[src/hdl/cgr_cfg.svh]
// Purpose: constants for the camera gpio output router
// Assumes: 40 MHz core clock
// Notes:   offsets are word addresses on the plain register port
`ifndef CGR_CFG_SVH
`define CGR_CFG_SVH

`define CGR_CLK_HZ          40000000
`define CGR_TICK_US         1
`define CGR_TICK_CYC        ((`CGR_CLK_HZ / 1000000) * `CGR_TICK_US)

`define CGR_OFS_SRC1        4'h0
`define CGR_OFS_SRC2        4'h1
`define CGR_OFS_SRC3        4'h2
`define CGR_OFS_INV         4'h3
`define CGR_OFS_STROBE1     4'h4
`define CGR_OFS_STROBE2     4'h5
`define CGR_OFS_STROBE3     4'h6
`define CGR_OFS_USER        4'h7
`define CGR_OFS_PULSE_HIGH  4'h8
`define CGR_OFS_PULSE_PER   4'h9
`define CGR_OFS_LAMP        4'ha
`define CGR_OFS_INPUTS      4'hb
`define CGR_OFS_STATUS      4'hc

`define CGR_RST_SRC1        4'h0
`define CGR_RST_SRC23       4'h7
`define CGR_RST_INV         3'h7
`define CGR_RST_USER        3'h0
`define CGR_RST_STROBE      32'h00000000
`define CGR_RST_PULSE_HIGH  21'h0001f4
`define CGR_RST_PULSE_PER   21'h0003e8
`define CGR_RST_LAMP        3'h1

`define CGR_PULSE_HIGH_MIN  21'h000001
`define CGR_PULSE_PER_MIN   21'h00000a
`define CGR_PULSE_MAX       21'h1e8480

`endif

[src/hdl/cgr_pkg.sv]
// Purpose: types for the camera gpio output router
// Assumes: nothing
// Notes:   constants live in cgr_cfg.svh
`default_nettype none

package cgr_pkg;

  typedef enum logic [3:0] {
    CGR_SRC_EXPOSURE  = 4'h0,
    CGR_SRC_STROBE    = 4'h1,
    CGR_SRC_LINE      = 4'h2,
    CGR_SRC_FRAME     = 4'h3,
    CGR_SRC_READOUT   = 4'h4,
    CGR_SRC_TRIGGER   = 4'h5,
    CGR_SRC_PULSE     = 4'h6,
    CGR_SRC_USER1     = 4'h7,
    CGR_SRC_USER2     = 4'h8,
    CGR_SRC_USER3     = 4'h9
  } cgr_src_t;

  typedef struct packed {
    logic       exposure_active;
    logic       line_valid;
    logic       frame_valid;
    logic       trigger_in;
    logic       trigger_mode;
    logic       sensor_video;
    logic [2:0] strobe;
  } cgr_timing_t;

  typedef struct packed {
    logic [3:0]  addr;
    logic [31:0] wdata;
    logic        wr;
    logic        rd;
  } cgr_bus_t;

endpackage : cgr_pkg

`default_nettype wire

[src/hdl/cgr_pulse_gen.sv]
// Purpose: microsecond-based pulse train generator
// Assumes: high time and period already clamped to legal values
// Notes:   a period change takes effect at the next microsecond tick
`default_nettype none
`include "cgr_cfg.svh"

module cgr_pulse_gen
  import cgr_pkg::*;
#(
  parameter int TICK_CYC = `CGR_TICK_CYC,
  parameter int TW       = 21
) (
  input  wire logic          core_clk_i,
  input  wire logic          srst_i,
  input  wire logic [TW-1:0] high_us_i,
  input  wire logic [TW-1:0] period_us_i,
  output logic               pulse_o
);

  if (TICK_CYC < 1) begin : g_bad_tick
    $error("cgr_pulse_gen: TICK_CYC below one");
  end

  localparam int PW = $clog2(TICK_CYC + 1);

  logic [PW-1:0] pre_reg;
  logic [TW-1:0] us_reg;
  logic          pulse_reg;
  wire           tick    = (pre_reg == PW'(TICK_CYC - 1));
  wire           wrap    = tick && (us_reg >= period_us_i - TW'(1));
  wire [TW-1:0]  us_next = wrap ? '0 : us_reg + TW'(1);

  // ---------------------------------------------------------------
  // microsecond tick and period counter
  // ---------------------------------------------------------------
  always_ff @(posedge core_clk_i) begin
    if (srst_i) begin
      pre_reg   <= '0;
      us_reg    <= '0;
      pulse_reg <= 1'b0;
    end else begin
      pre_reg   <= tick ? '0 : pre_reg + PW'(1);
      if (tick) us_reg <= us_next;
      pulse_reg <= (tick ? us_next : us_reg) < high_us_i;
    end
  end

  assign pulse_o = pulse_reg;

endmodule : cgr_pulse_gen

`default_nettype wire

[src/hdl/cgr_readout_det.sv]
// Purpose: sensor readout indication
// Assumes: sensor_video rises before optical black rows start
// Notes:   only meaningful in trigger mode
`default_nettype none

module cgr_readout_det
  import cgr_pkg::*;
(
  input  wire logic core_clk_i,
  input  wire logic srst_i,
  input  wire logic trigger_mode_i,
  input  wire logic exposure_active_i,
  input  wire logic sensor_video_i,
  output logic      readout_o
);

  logic exp_d_reg;
  logic armed_reg;
  logic readout_reg;
  wire  exp_fall = exp_d_reg && !exposure_active_i;

  // ---------------------------------------------------------------
  // arm at end of exposure, assert while the sensor streams
  // ---------------------------------------------------------------
  always_ff @(posedge core_clk_i) begin
    if (srst_i || !trigger_mode_i) begin
      exp_d_reg   <= 1'b0;
      armed_reg   <= 1'b0;
      readout_reg <= 1'b0;
    end else begin
      exp_d_reg   <= exposure_active_i;
      armed_reg   <= exp_fall | (armed_reg & !readout_reg);
      // raised as the video sequence opens, ahead of black rows
      readout_reg <= (armed_reg | exp_fall | readout_reg) & sensor_video_i;
    end
  end

  assign readout_o = readout_reg;

endmodule : cgr_readout_det

`default_nettype wire

[src/hdl/cgr_router.sv]
// Purpose: routes camera timing signals to three general outputs
// Assumes: all inputs synchronous to core_clk_i
// Notes:   lamp mode persistence is handed to an outside store
//
// Behaviour
// - three outputs picking from ten sources by code 0 to 9; output one refuses code 4.
// - per-output polarity after selection; 1 inverts and is the reset value.
// - each output keeps its own strobe configuration word.
// - three inputs readable; open inputs read 1 due to pull-ups.
// - readout signal follows exposure end into video, trigger mode only.
// - readout rises before optical black and effective pixels are sent.
// - readout source allowed on outputs two and three only, not one.
// - pulse train selectable on any output, 0.5 Hz to 100 kHz.
// - pulse high 1 to 2000000 us, period 10 to 2000000 us.
// - lamp mode 0 off, 1 on (default), 2 to 4 follow outputs one to three, 5 off.
// - lamp mode offered to the outside store after each write of 0 to 5, reloaded by lamp_restore_i with mode 0 to 5 unless a lamp write lands that cycle.
// - outputs two and three default to user definition 1, constant high.
`default_nettype none
`include "cgr_cfg.svh"

module cgr_router
  import cgr_pkg::*;
#(
  parameter int TICK_CYC = `CGR_TICK_CYC,
  parameter int TW       = 21
) (
  input  wire logic        core_clk_i,
  input  wire logic        srst_i,
  input  wire cgr_timing_t timing_i,
  input  wire logic [2:0]  input_pin_query_i,
  input  wire cgr_bus_t    bus_i,
  output logic [31:0]      rdata_o,
  input  wire logic        lamp_restore_i,
  input  wire logic [2:0]  lamp_restore_mode_i,
  output logic             lamp_store_o,
  output logic [2:0]       lamp_store_mode_o,
  output logic             general_output_one_o,
  output logic             general_output_two_o,
  output logic             general_output_three_o,
  output logic             status_lamp_o,
  output logic             trigger_conflict_o
);

  // the clamp slices write data, so the counter width cannot pass the bus width
  if (TW < 21 || TW > 32) begin : g_bad_tw
    $error("cgr_router: TW must hold 2000000 us and fit a 32-bit word");
  end

  // ---------------------------------------------------------------
  // helpers
  // ---------------------------------------------------------------
  function automatic logic [TW-1:0] clamp_us(input logic [31:0] v, input logic [TW-1:0] lo);
    logic [TW-1:0] r;
    r = v[TW-1:0];
    if (v < 32'(lo)) r = lo;
    else if (v > 32'(`CGR_PULSE_MAX)) r = TW'(`CGR_PULSE_MAX);
    return r;
  endfunction : clamp_us

  function automatic logic src_ok(input logic [31:0] v, input int idx);
    logic ok;
    ok = (v <= 32'h9);
    if (idx == 0 && v == 32'h4) ok = 1'b0;
    return ok;
  endfunction : src_ok

  // ---------------------------------------------------------------
  // configuration state
  // ---------------------------------------------------------------
  logic [3:0]    src_reg [3];
  logic [2:0]    inv_reg;
  logic [31:0]   strobe_reg [3];
  logic [2:0]    user_reg;
  logic [TW-1:0] pulse_high_reg;
  logic [TW-1:0] pulse_per_reg;
  logic [2:0]    lamp_reg;
  logic [31:0]   rdata_reg;
  logic [2:0]    gpo_reg;
  logic          lamp_out_reg;
  logic          lamp_store_reg;
  logic          conflict_reg;

  wire          pulse_w;
  wire          readout_w;
  wire [9:0]    src_vec [3];
  wire [2:0]    gpo_next;
  wire          wr_inv   = bus_i.wr && bus_i.addr == `CGR_OFS_INV;
  wire          wr_user  = bus_i.wr && bus_i.addr == `CGR_OFS_USER;
  wire          wr_high  = bus_i.wr && bus_i.addr == `CGR_OFS_PULSE_HIGH;
  wire          wr_per   = bus_i.wr && bus_i.addr == `CGR_OFS_PULSE_PER;
  wire          wr_lamp  = bus_i.wr && bus_i.addr == `CGR_OFS_LAMP && bus_i.wdata <= 32'h5;
  wire [TW-1:0] high_next = clamp_us(bus_i.wdata, `CGR_PULSE_HIGH_MIN);
  wire [TW-1:0] per_next  = clamp_us(bus_i.wdata, `CGR_PULSE_PER_MIN);

  // ---------------------------------------------------------------
  // sources shared by all outputs
  // ---------------------------------------------------------------
  cgr_pulse_gen #(
    .TICK_CYC (TICK_CYC),
    .TW       (TW)
  ) u_pulse (
    .core_clk_i  (core_clk_i),
    .srst_i      (srst_i),
    .high_us_i   (pulse_high_reg),
    .period_us_i (pulse_per_reg),
    .pulse_o     (pulse_w)
  );

  cgr_readout_det u_readout (
    .core_clk_i        (core_clk_i),
    .srst_i            (srst_i),
    .trigger_mode_i    (timing_i.trigger_mode),
    .exposure_active_i (timing_i.exposure_active),
    .sensor_video_i    (timing_i.sensor_video),
    .readout_o         (readout_w)
  );

  // ---------------------------------------------------------------
  // per-output selection and polarity
  // ---------------------------------------------------------------
  genvar g;
  generate
    for (g = 0; g < 3; g++) begin : g_out
      localparam logic [3:0] OFS_SRC = `CGR_OFS_SRC1 + 4'(g);
      localparam logic [3:0] OFS_STB = `CGR_OFS_STROBE1 + 4'(g);
      wire wr_src = bus_i.wr && bus_i.addr == OFS_SRC && src_ok(bus_i.wdata, g);
      wire wr_stb = bus_i.wr && bus_i.addr == OFS_STB;

      assign src_vec[g] = {user_reg[2], user_reg[1], user_reg[0], pulse_w,
                           timing_i.trigger_in, readout_w, timing_i.frame_valid,
                           timing_i.line_valid, timing_i.strobe[g],
                           timing_i.exposure_active};
      // user definitions idle low so the inverter makes the default high
      assign gpo_next[g] = src_vec[g][src_reg[g]] ^ inv_reg[g];

      always_ff @(posedge core_clk_i) begin
        if (srst_i) begin
          src_reg[g]    <= (g == 0) ? `CGR_RST_SRC1 : `CGR_RST_SRC23;
          strobe_reg[g] <= `CGR_RST_STROBE;
        end else begin
          if (wr_src) src_reg[g] <= bus_i.wdata[3:0];
          if (wr_stb) strobe_reg[g] <= bus_i.wdata;
        end
      end
    end
  endgenerate

  // ---------------------------------------------------------------
  // shared configuration registers
  // ---------------------------------------------------------------
  always_ff @(posedge core_clk_i) begin
    if (srst_i) begin
      inv_reg        <= `CGR_RST_INV;
      user_reg       <= `CGR_RST_USER;
      pulse_high_reg <= TW'(`CGR_RST_PULSE_HIGH);
      pulse_per_reg  <= TW'(`CGR_RST_PULSE_PER);
    end else begin
      if (wr_inv)  inv_reg        <= bus_i.wdata[2:0];
      if (wr_user) user_reg       <= bus_i.wdata[2:0];
      if (wr_high) pulse_high_reg <= high_next;
      if (wr_per)  pulse_per_reg  <= per_next;
    end
  end

  // ---------------------------------------------------------------
  // status lamp and its persistence
  // ---------------------------------------------------------------
  wire lamp_next = (lamp_reg == 3'h0) ? 1'b0 :
                   (lamp_reg == 3'h1) ? 1'b1 :
                   (lamp_reg == 3'h2) ? gpo_next[0] :
                   (lamp_reg == 3'h3) ? gpo_next[1] :
                   (lamp_reg == 3'h4) ? gpo_next[2] :
                   1'b0;                             // no fourth output here

  always_ff @(posedge core_clk_i) begin
    if (srst_i) begin
      lamp_reg       <= `CGR_RST_LAMP;
      lamp_store_reg <= 1'b0;
    end else begin
      lamp_store_reg <= wr_lamp;
      if (wr_lamp) lamp_reg <= bus_i.wdata[2:0];
      else if (lamp_restore_i && lamp_restore_mode_i <= 3'h5) lamp_reg <= lamp_restore_mode_i;
    end
  end

  // ---------------------------------------------------------------
  // outputs and read port
  // ---------------------------------------------------------------
  wire [31:0] rd_mux =
    (bus_i.addr == `CGR_OFS_SRC1)       ? {28'h0, src_reg[0]} :
    (bus_i.addr == `CGR_OFS_SRC2)       ? {28'h0, src_reg[1]} :
    (bus_i.addr == `CGR_OFS_SRC3)       ? {28'h0, src_reg[2]} :
    (bus_i.addr == `CGR_OFS_INV)        ? {29'h0, inv_reg} :
    (bus_i.addr == `CGR_OFS_STROBE1)    ? strobe_reg[0] :
    (bus_i.addr == `CGR_OFS_STROBE2)    ? strobe_reg[1] :
    (bus_i.addr == `CGR_OFS_STROBE3)    ? strobe_reg[2] :
    (bus_i.addr == `CGR_OFS_USER)       ? {29'h0, user_reg} :
    (bus_i.addr == `CGR_OFS_PULSE_HIGH) ? 32'(pulse_high_reg) :
    (bus_i.addr == `CGR_OFS_PULSE_PER)  ? 32'(pulse_per_reg) :
    (bus_i.addr == `CGR_OFS_LAMP)       ? {29'h0, lamp_reg} :
    (bus_i.addr == `CGR_OFS_INPUTS)     ? {29'h0, input_pin_query_i} :
    (bus_i.addr == `CGR_OFS_STATUS)     ? {28'h0, readout_w, gpo_reg} :
    32'h0;

  always_ff @(posedge core_clk_i) begin
    if (srst_i) begin
      rdata_reg    <= '0;
      gpo_reg      <= '0;
      lamp_out_reg <= 1'b0;
      conflict_reg <= 1'b0;
    end else begin
      rdata_reg    <= bus_i.rd ? rd_mux : 32'h0;
      gpo_reg      <= gpo_next;
      lamp_out_reg <= lamp_next;
      // flags trigger_in held high during readout; it is the far side's fault
      conflict_reg <= readout_w & timing_i.trigger_in;
    end
  end

  assign rdata_o                = rdata_reg;
  assign general_output_one_o   = gpo_reg[0];
  assign general_output_two_o   = gpo_reg[1];
  assign general_output_three_o = gpo_reg[2];
  assign status_lamp_o          = lamp_out_reg;
  assign lamp_store_o           = lamp_store_reg;
  assign lamp_store_mode_o      = lamp_reg;
  assign trigger_conflict_o     = conflict_reg;

endmodule : cgr_router

`default_nettype wire

[config.mk]
export PLATFORM = sky130hd
export DESIGN_NAME = cgr_router
export DESIGN_NICKNAME = d
export VERILOG_FILES = /design/src/hdl/cgr_pkg.sv /design/src/hdl/cgr_pulse_gen.sv /design/src/hdl/cgr_readout_det.sv /design/src/hdl/cgr_router.sv
export VERILOG_INCLUDE_DIRS = /design/src /design/src/hdl
export SDC_FILE = /design/constraint.sdc
export NUM_CORES = 1
export LEC_CHECK = 0
export BUFFER_PORTS_ARGS = -buffer_cell sky130_fd_sc_hd__buf_2
export CAP_MARGIN = 20
export CORE_ASPECT_RATIO = 1.5
export CORE_MARGIN = 2
export CORE_UTILIZATION = 55
export DETAILED_ROUTE_END_ITERATION = 6
export PLACE_DENSITY = 0.74
export SLEW_MARGIN = 30
export SYNTH_ARGS = -nofsm -noshare
export SYNTH_HDL_FRONTEND = slang
export SYNTH_HIERARCHICAL = 1
export SYNTH_SLANG_ARGS = --single-unit
export TNS_END_PERCENT = 100
[constraint.sdc]
create_clock -name core_clk_i -period 11.3 [get_ports core_clk_i]
set_clock_uncertainty 0.1 [all_clocks]
set_input_delay 1.695 -clock core_clk_i [delete_from_list [all_inputs] [get_ports core_clk_i]]
set_output_delay 1.695 -clock core_clk_i [all_outputs]
set_load 0.05 [all_outputs]
After elaboration in Yosys (flattened, before gate mapping)
Memories as Yosys holds them, arrays and structs flattened.
Index checks and enable logic that the tools add are counted.
{"block": "classes", "bitwise": 16, "n_eq_ne": 18, "muxes": 57, "n_addsub": 3, "n_reduce_logical": 29, "magnitude_cmp": 11}
{"operator": "two-way mux 32 bit", "count": 6}
{"operator": "two-way mux 21 bit", "count": 8}
{"operator": "two-way mux 4 bit", "count": 10}
{"operator": "equality test 32 x 3 -> 1 bit, second input constant", "count": 1}
{"operator": "> comparator 32 x 21 -> 1 bit, second input constant", "count": 1}
{"operator": "<= comparator 32 x 3 -> 1 bit, second input constant", "count": 1}
{"operator": "<= comparator 32 x 4 -> 1 bit, second input constant", "count": 1}
{"operator": "< comparator 32 x 1 -> 1 bit, second input constant", "count": 1}
{"operator": "< comparator 32 x 4 -> 1 bit, second input constant", "count": 1}
{"operator": "two-way mux 1 bit", "count": 28}
{"operator": "adder 21 x 1 -> 21 bit, second input constant", "count": 1}
{"operator": "greater-or-equal comparator 21 bit", "count": 1}
{"operator": "< comparator 21 bit", "count": 1}
{"operator": "subtractor 21 x 1 -> 21 bit, second input constant", "count": 1}
{"operator": "equality test 4 bit, second input constant", "count": 5}
{"operator": "logical AND 1 bit", "count": 18}
{"operator": "equality test 4 x 3 -> 1 bit, second input constant", "count": 4}
{"operator": "< comparator 4 x 5 -> 1 bit, second input constant", "count": 3}
{"operator": "binary-select mux 1 bit (select 4 bit)", "count": 3}
{"operator": "OR 1 bit", "count": 9}
{"operator": "equality test 4 x 2 -> 1 bit, second input constant", "count": 2}
{"operator": "adder 6 x 1 -> 6 bit, second input constant", "count": 1}
{"operator": "equality test 3 x 2 -> 1 bit, second input constant", "count": 2}
{"operator": "equality test 6 bit, second input constant", "count": 1}
{"operator": "other kinds (15)", "count": 24}
{"block": "totals", "memories": 2, "elab_cells": 153, "inputBits": 56, "reg_bits": 120, "out_inout_bits": 41, "mem_bits_rw": 108}
{"memory": "strobe_reg", "depth": 3, "width": 32, "rd": 3, "rd_clocked_by_memory_dff": 0, "wr": 3, "line_no": "cgr_router.sv:72", "rtl": "logic [31:0] strobe_reg [3];"}
{"memory": "src_reg", "depth": 3, "width": 4, "rd": 3, "rd_clocked_by_memory_dff": 0, "wr": 3, "line_no": "cgr_router.sv:70", "rtl": "logic [3:0] src_reg [3];"}

Logic depth before layout (Yosys ltp)
{"block": "logic_depth", "ltp_word": 14, "ltp_mapped": 21, "depth_no_buf": 20}

By module
The synthesis kept the hierarchy.
{"module": "cgr_router", "seq_area_each_um2": 5024.8, "cells_per_inst": 792, "n_inst": 1, "area_each_um2": 8639.5}
{"module": "cgr_pulse_gen", "seq_area_each_um2": 560.5, "cells_per_inst": 340, "n_inst": 1, "area_each_um2": 2636.3}
{"module": "cgr_readout_det", "seq_area_each_um2": 60.1, "cells_per_inst": 12, "n_inst": 1, "area_each_um2": 113.9}

Worst setup path before layout
OpenSTA, ideal clock, no wires.
{"block": "synth_timing", "path_type": "register -> register", "from": "register pulse_per_reg[2]", "to": "register u_pulse.pulse_reg (netlist: u_pulse/pulse_o)", "n_path_buf": 1, "period_less_slack_ns": 4.786, "path_stages_with_launch": 22, "setup_ns": 0.081, "setup_slack_ns": 6.514, "t_arrival_ns": 4.605, "t_required_ns": 11.119, "path_cell_list": "dfxtp_1 > or4_4 > nor3_4 > nand2_2 > nor4_4 > or3b_1 > xor2_1 > ha_1 > nand2_1 > nor4_1 > nand2_1 > o311a_1 > nor2_2 > buf_2 > nor2_1 > ha_1 > a21oi_1 > o22ai_1 > o21ai_0 > a21oi_1 > a2111o_1 > a41oi_1"}
{"block": "synth_between", "elab_chain_len": 6}
{"item": "from (decl)", "line_no": "cgr_router.sv:75", "rtl": "logic [TW-1:0] pulse_per_reg;"}
{"item": "from (signal assigned)", "line_no": "cgr_router.sv:156", "rtl": "pulse_per_reg <= TW'(`CGR_RST_PULSE_PER);"}
{"item": "from (signal assigned)", "line_no": "cgr_router.sv:161", "rtl": "if (wr_per) pulse_per_reg <= per_next;"}
{"item": "subtractor 21 x 1 -> 21 bit", "line_no": "cgr_pulse_gen.sv:30", "rtl": "wire wrap = tick && (us_reg >= period_us_i - TW'(1));"}
{"item": "greater-or-equal comparator 21 bit", "line_no": "cgr_pulse_gen.sv:30"}
{"item": "logical AND 1 bit", "line_no": "cgr_pulse_gen.sv:30"}
{"item": "two-way mux 21 bit", "line_no": "cgr_pulse_gen.sv:31", "rtl": "wire [TW-1:0] us_next = wrap ? '0 : us_reg + TW'(1);"}
{"item": "two-way mux 21 bit"}
{"item": "< comparator 21 bit", "line_no": "cgr_pulse_gen.sv:44", "rtl": "pulse_reg <= (tick ? us_next : us_reg) < high_us_i;"}
{"item": "to (signal assigned)", "line_no": "cgr_pulse_gen.sv:44"}
{"item": "to (decl)", "line_no": "cgr_pulse_gen.sv:28", "rtl": "logic pulse_reg;"}
No other way between the ends.
A chain may end at the register's enable or synchronous reset.

Worst setup path in the final report
Ends and elaborated chain as after synthesis.

==> impl_metrics.py <==
metrics = {
    "sta": {
        "min_period_ns": 5.64,
        "setup_ws_ns": 5.66,
        "hold_viol": 0,
        "rsz0062_at_grt": "false",
        "hold_slack_ns": 0.361,
        "max_freq_mhz": 177,
        "relSlewSlack": 0.334,
        "finalMaxSlewViolations": 0,
        "fin_crit_sh": 0.499,
        "tightest_slew_ns": 0.998,
        "tns_ns": 0,
        "finalSetupViolCount": 0,
    },
    "cts": {
        "cts_tree": "yes",
        "clock_path_buffers": 3,
        "clkTransAtPathRegs_ns": 0.07,
        "cts_buffers": 23,
        "ctsResizeCount": 0,
        "cts_max_level": 1,
        "cts_hold_buf": 0,
        "worstSkewPairLatency_ns": 0.51,
        "cts-root-buf": "clkbuf_16",
        "cts.sinks": 228,
        "post_cts_buffers": 0,
    },
    "critical_path": {
        "cp-endpoint": "u_pulse/pulse_o$_SDFF_PP0_",
        "worstPathArrival_ns": 5.97,
        "reg2reg_from": "pulse_per_reg[2]$_SDFFE_PP0P_",
        "critPathKind": "reg2reg",
        "crit_start": "pulse_per_reg[2]$_SDFFE_PP0P_",
        "r2r-end": "u_pulse/pulse_o$_SDFF_PP0_",
        "cp-start-kind": "flop",
        "critPathMaxFanout": 18,
        "r2r_slack_ns": 5.66,
        "rr_worst_depth": 20,
        "cp-end-kind": "flop",
        "worstPathRequired_ns": 11.63,
    },
    "layout": {
        "final_layout_size_suffix_gt1_frac": 0.157,
        "nets": 1316,
        "final_cells": 1496,
        "antenna_cells": 0,
        "area_delta_synth_final_pct": 12.2,
        "largest_reg_flops": 96,
    },
    "pwr": {
        "clock_power_share": 0.408,
        "p_sw_frac": 0.239,
        "switchingPower_mw": 0.423,
        "cellInternalPower_mw": 1.35,
        "p_per_area_nw_per_um2": 139,
        "combPwrFrac": 0.078,
        "power_frac_seq": 0.515,
        "ir_drop_mv": 0.150,
        "power_leakage_nw": 4.89,
    },
    "drt": {
        "wl_met2_mm": 15.7,
        "via_per_inst": 6.04,
        "antenna_left": 0,
        "drc": 0,
        "wl_met1_mm": 11.5,
        "first_pass_iters": 5,
        "routed_wl_mm": 30.6,
        "highest_layer": "met4",
        "num_vias": 9029,
        "drt_iter0_drc": 772,
        "wl_per_cell_um": 20.5,
        "dr_wl_met3_mm": 1.96,
    },
    "synth": {
        "synth_most_common_cell": "nor2_1",
        "synth_area_um2": 11400,
        "yosys_most_used_dff": "dfxtp_1",
        "synth_seq_cells": 228,
        "synth_edf_count": 108,
        "synth-seq-area-share": 0.496,
        "synth_cell_type_count": 77,
        "synth_top_area_frac": 0.285,
        "synth_largest_area_cell": "edfxtp_1",
        "avgSynthCellArea_um2": 9.96,
        "synth_area_leaders": "edfxtp_1 28%, dfxtp_1 21%, and2_1 5.2%",
        "syn_inst": 1144,
        "synthesis.nets": 1244,
        "ys_warn_count": 6,
        "synth.top_cells.by_count": "140 x nor2_1, 120 x dfxtp_1, 108 x edfxtp_1, 94 x and2_1, 92 x nand2_1",
        "synthArstFlopShare": 0,
    },
    "grt": {
        "grt-ovfl-total": 0,
        "grt_start_max_net_pins": 71,
        "antenna_found_initial": 0,
        "grt_pass1_wl_mm": 47.4,
        "grt_pass1_vias": 8838,
        "grt_util_all_layers": 0.278,
    },
    "die": {
        "die_w_um": 121,
        "coreArea_um2": 20300,
        "rows": 64,
        "die-area_um2": 21900,
        "die-height_um": 180,
        "io-pin-count": 97,
        "start_util": 0.560,
    },
    "placement": {
        "gp_congestion": 0.969,
        "dp_hpwl_mm": 21.5,
        "place_ws_ns": 5.65,
        "io_buffers": 96,
        "dpl.cell_count": 1455,
    },
    "flow_run": {
        "cap_violations": 0,
    },
    "hold_path": {
        "holdCritPathClass": "reg2reg",
    },
    "status": {
        "status": "completed",
    },
}
==> critical path: stages, from the launching register on <==
cell and delay [ns]:
dfxtp_1 0.38, or4_4 0.58, nor3_4 0.19, nand2_2 0.11, nor4_4 0.21, or3b_1 0.39, xor2_1 0.16, ha_1 0.28
nand2_1 0.07, nor4_1 0.54, nand2_1 0.11, o311a_1 0.40, nor2_2 0.53, nor2_1 0.12, ha_1 0.32, a21oi_1 0.18
o22ai_1 0.10, o21ai_0 0.15, a21oi_1 0.09, a2111o_1 0.38, a41oi_1 0.16
==> stage by stage <==
step                power, mW   util  area (µm²)
floorplan                1.01      -       11400
global placement         1.06  0.593       12100
detailed placement       1.07  0.594       12100
CTS                      1.78  0.628       12800
global route             1.82  0.629       12800
finish                   1.77  0.629       12800
==> cell families after synthesis <==
kind of cell,synth area share
DFF,0.496
xor gates and xnor gates,0.0331
and+or+nand+nor,0.217
buffers and inverters,0.0345
adders and majority gates,0.0483
muxes,0.0401
AOI/OAI and AO/OA,0.131
==> metal layers <==
metal | GRT usage | up-vias
li1 | - | 4271
met1 | 0.332 | 4323
met2 | 0.491 | 343
met3 | 0.0377 | 92
met4 | 0.125 | 0
met5 | 0 | -
==> power groups by stage <==
stage / logic (mW) / clock network, mW / registers [mW]
after floorplan: 0.0722 / 0 / 0.939
after global placement: 0.134 / 0 / 0.928
after detailed placement: 0.136 / 0 / 0.929
after CTS: 0.136 / 0.729 / 0.912
after global routing: 0.147 / 0.760 / 0.914
final: 0.137 / 0.723 / 0.912
==> cells in the final DEF, fill, tap and decap left out, types with 6 or more instances in the layout <==
cell	n
nand3_1	14
nand2_1	92
nor2b_1	14
a32oi_1	7
nor2_1	139
edfxtp_1	108
a31oi_1	21
a211o_1	8
o22ai_1	6
dfxtp_1	120
mux4_2	7
a221o_1	8
inv_1	37
nand2b_1	14
mux2_2	7
nand4_1	17
nor4_1	14
nor3_1	16
a21o_1	8
a21oi_1	63
a22oi_1	38
ha_1	44
nor3_2	7
clkbuf_16	23
xnor2_1	28
mux2i_1	22
o21ai_0	26
buf_4	13
buf_2	96
xor2_1	15
and2_1	94
==> worst min-delay path by stage <==
stage | from | endpoint | slack [ns] | cells past startpoint
2_1_floorplan | u_pulse/pre_reg[0]$_SDFF_PP0_ | u_pulse/pre_reg[0]$_SDFF_PP0_ | 0.33 | 1
5_1_grt | u_pulse/pre_reg[0]$_SDFF_PP0_ | u_pulse/pre_reg[0]$_SDFF_PP0_ | 0.39 | 1
3_3_place_gp | u_pulse/pre_reg[0]$_SDFF_PP0_ | u_pulse/pre_reg[0]$_SDFF_PP0_ | 0.35 | 1
3_5_place_dp | u_pulse/pre_reg[0]$_SDFF_PP0_ | u_pulse/pre_reg[0]$_SDFF_PP0_ | 0.36 | 1
4_1_cts | u_pulse/pre_reg[0]$_SDFF_PP0_ | u_pulse/pre_reg[0]$_SDFF_PP0_ | 0.37 | 1
6_report | u_pulse/pre_reg[0]$_SDFF_PP0_ | u_pulse/pre_reg[0]$_SDFF_PP0_ | 0.36 | 1
==> final cells by class <==
cell class / count / area (µm²)
inverters: 37 / 139
fillers: 1729 / 7550
clock buffers: 30 / 622
flip-flops and latches: 228 / 5650
well taps: 264 / 330
repair buffers: 109 / 578
clock inverters: 11 / 81.3
multi-input cells: 817 / 5390
Power figures use the tool's default switching activity.
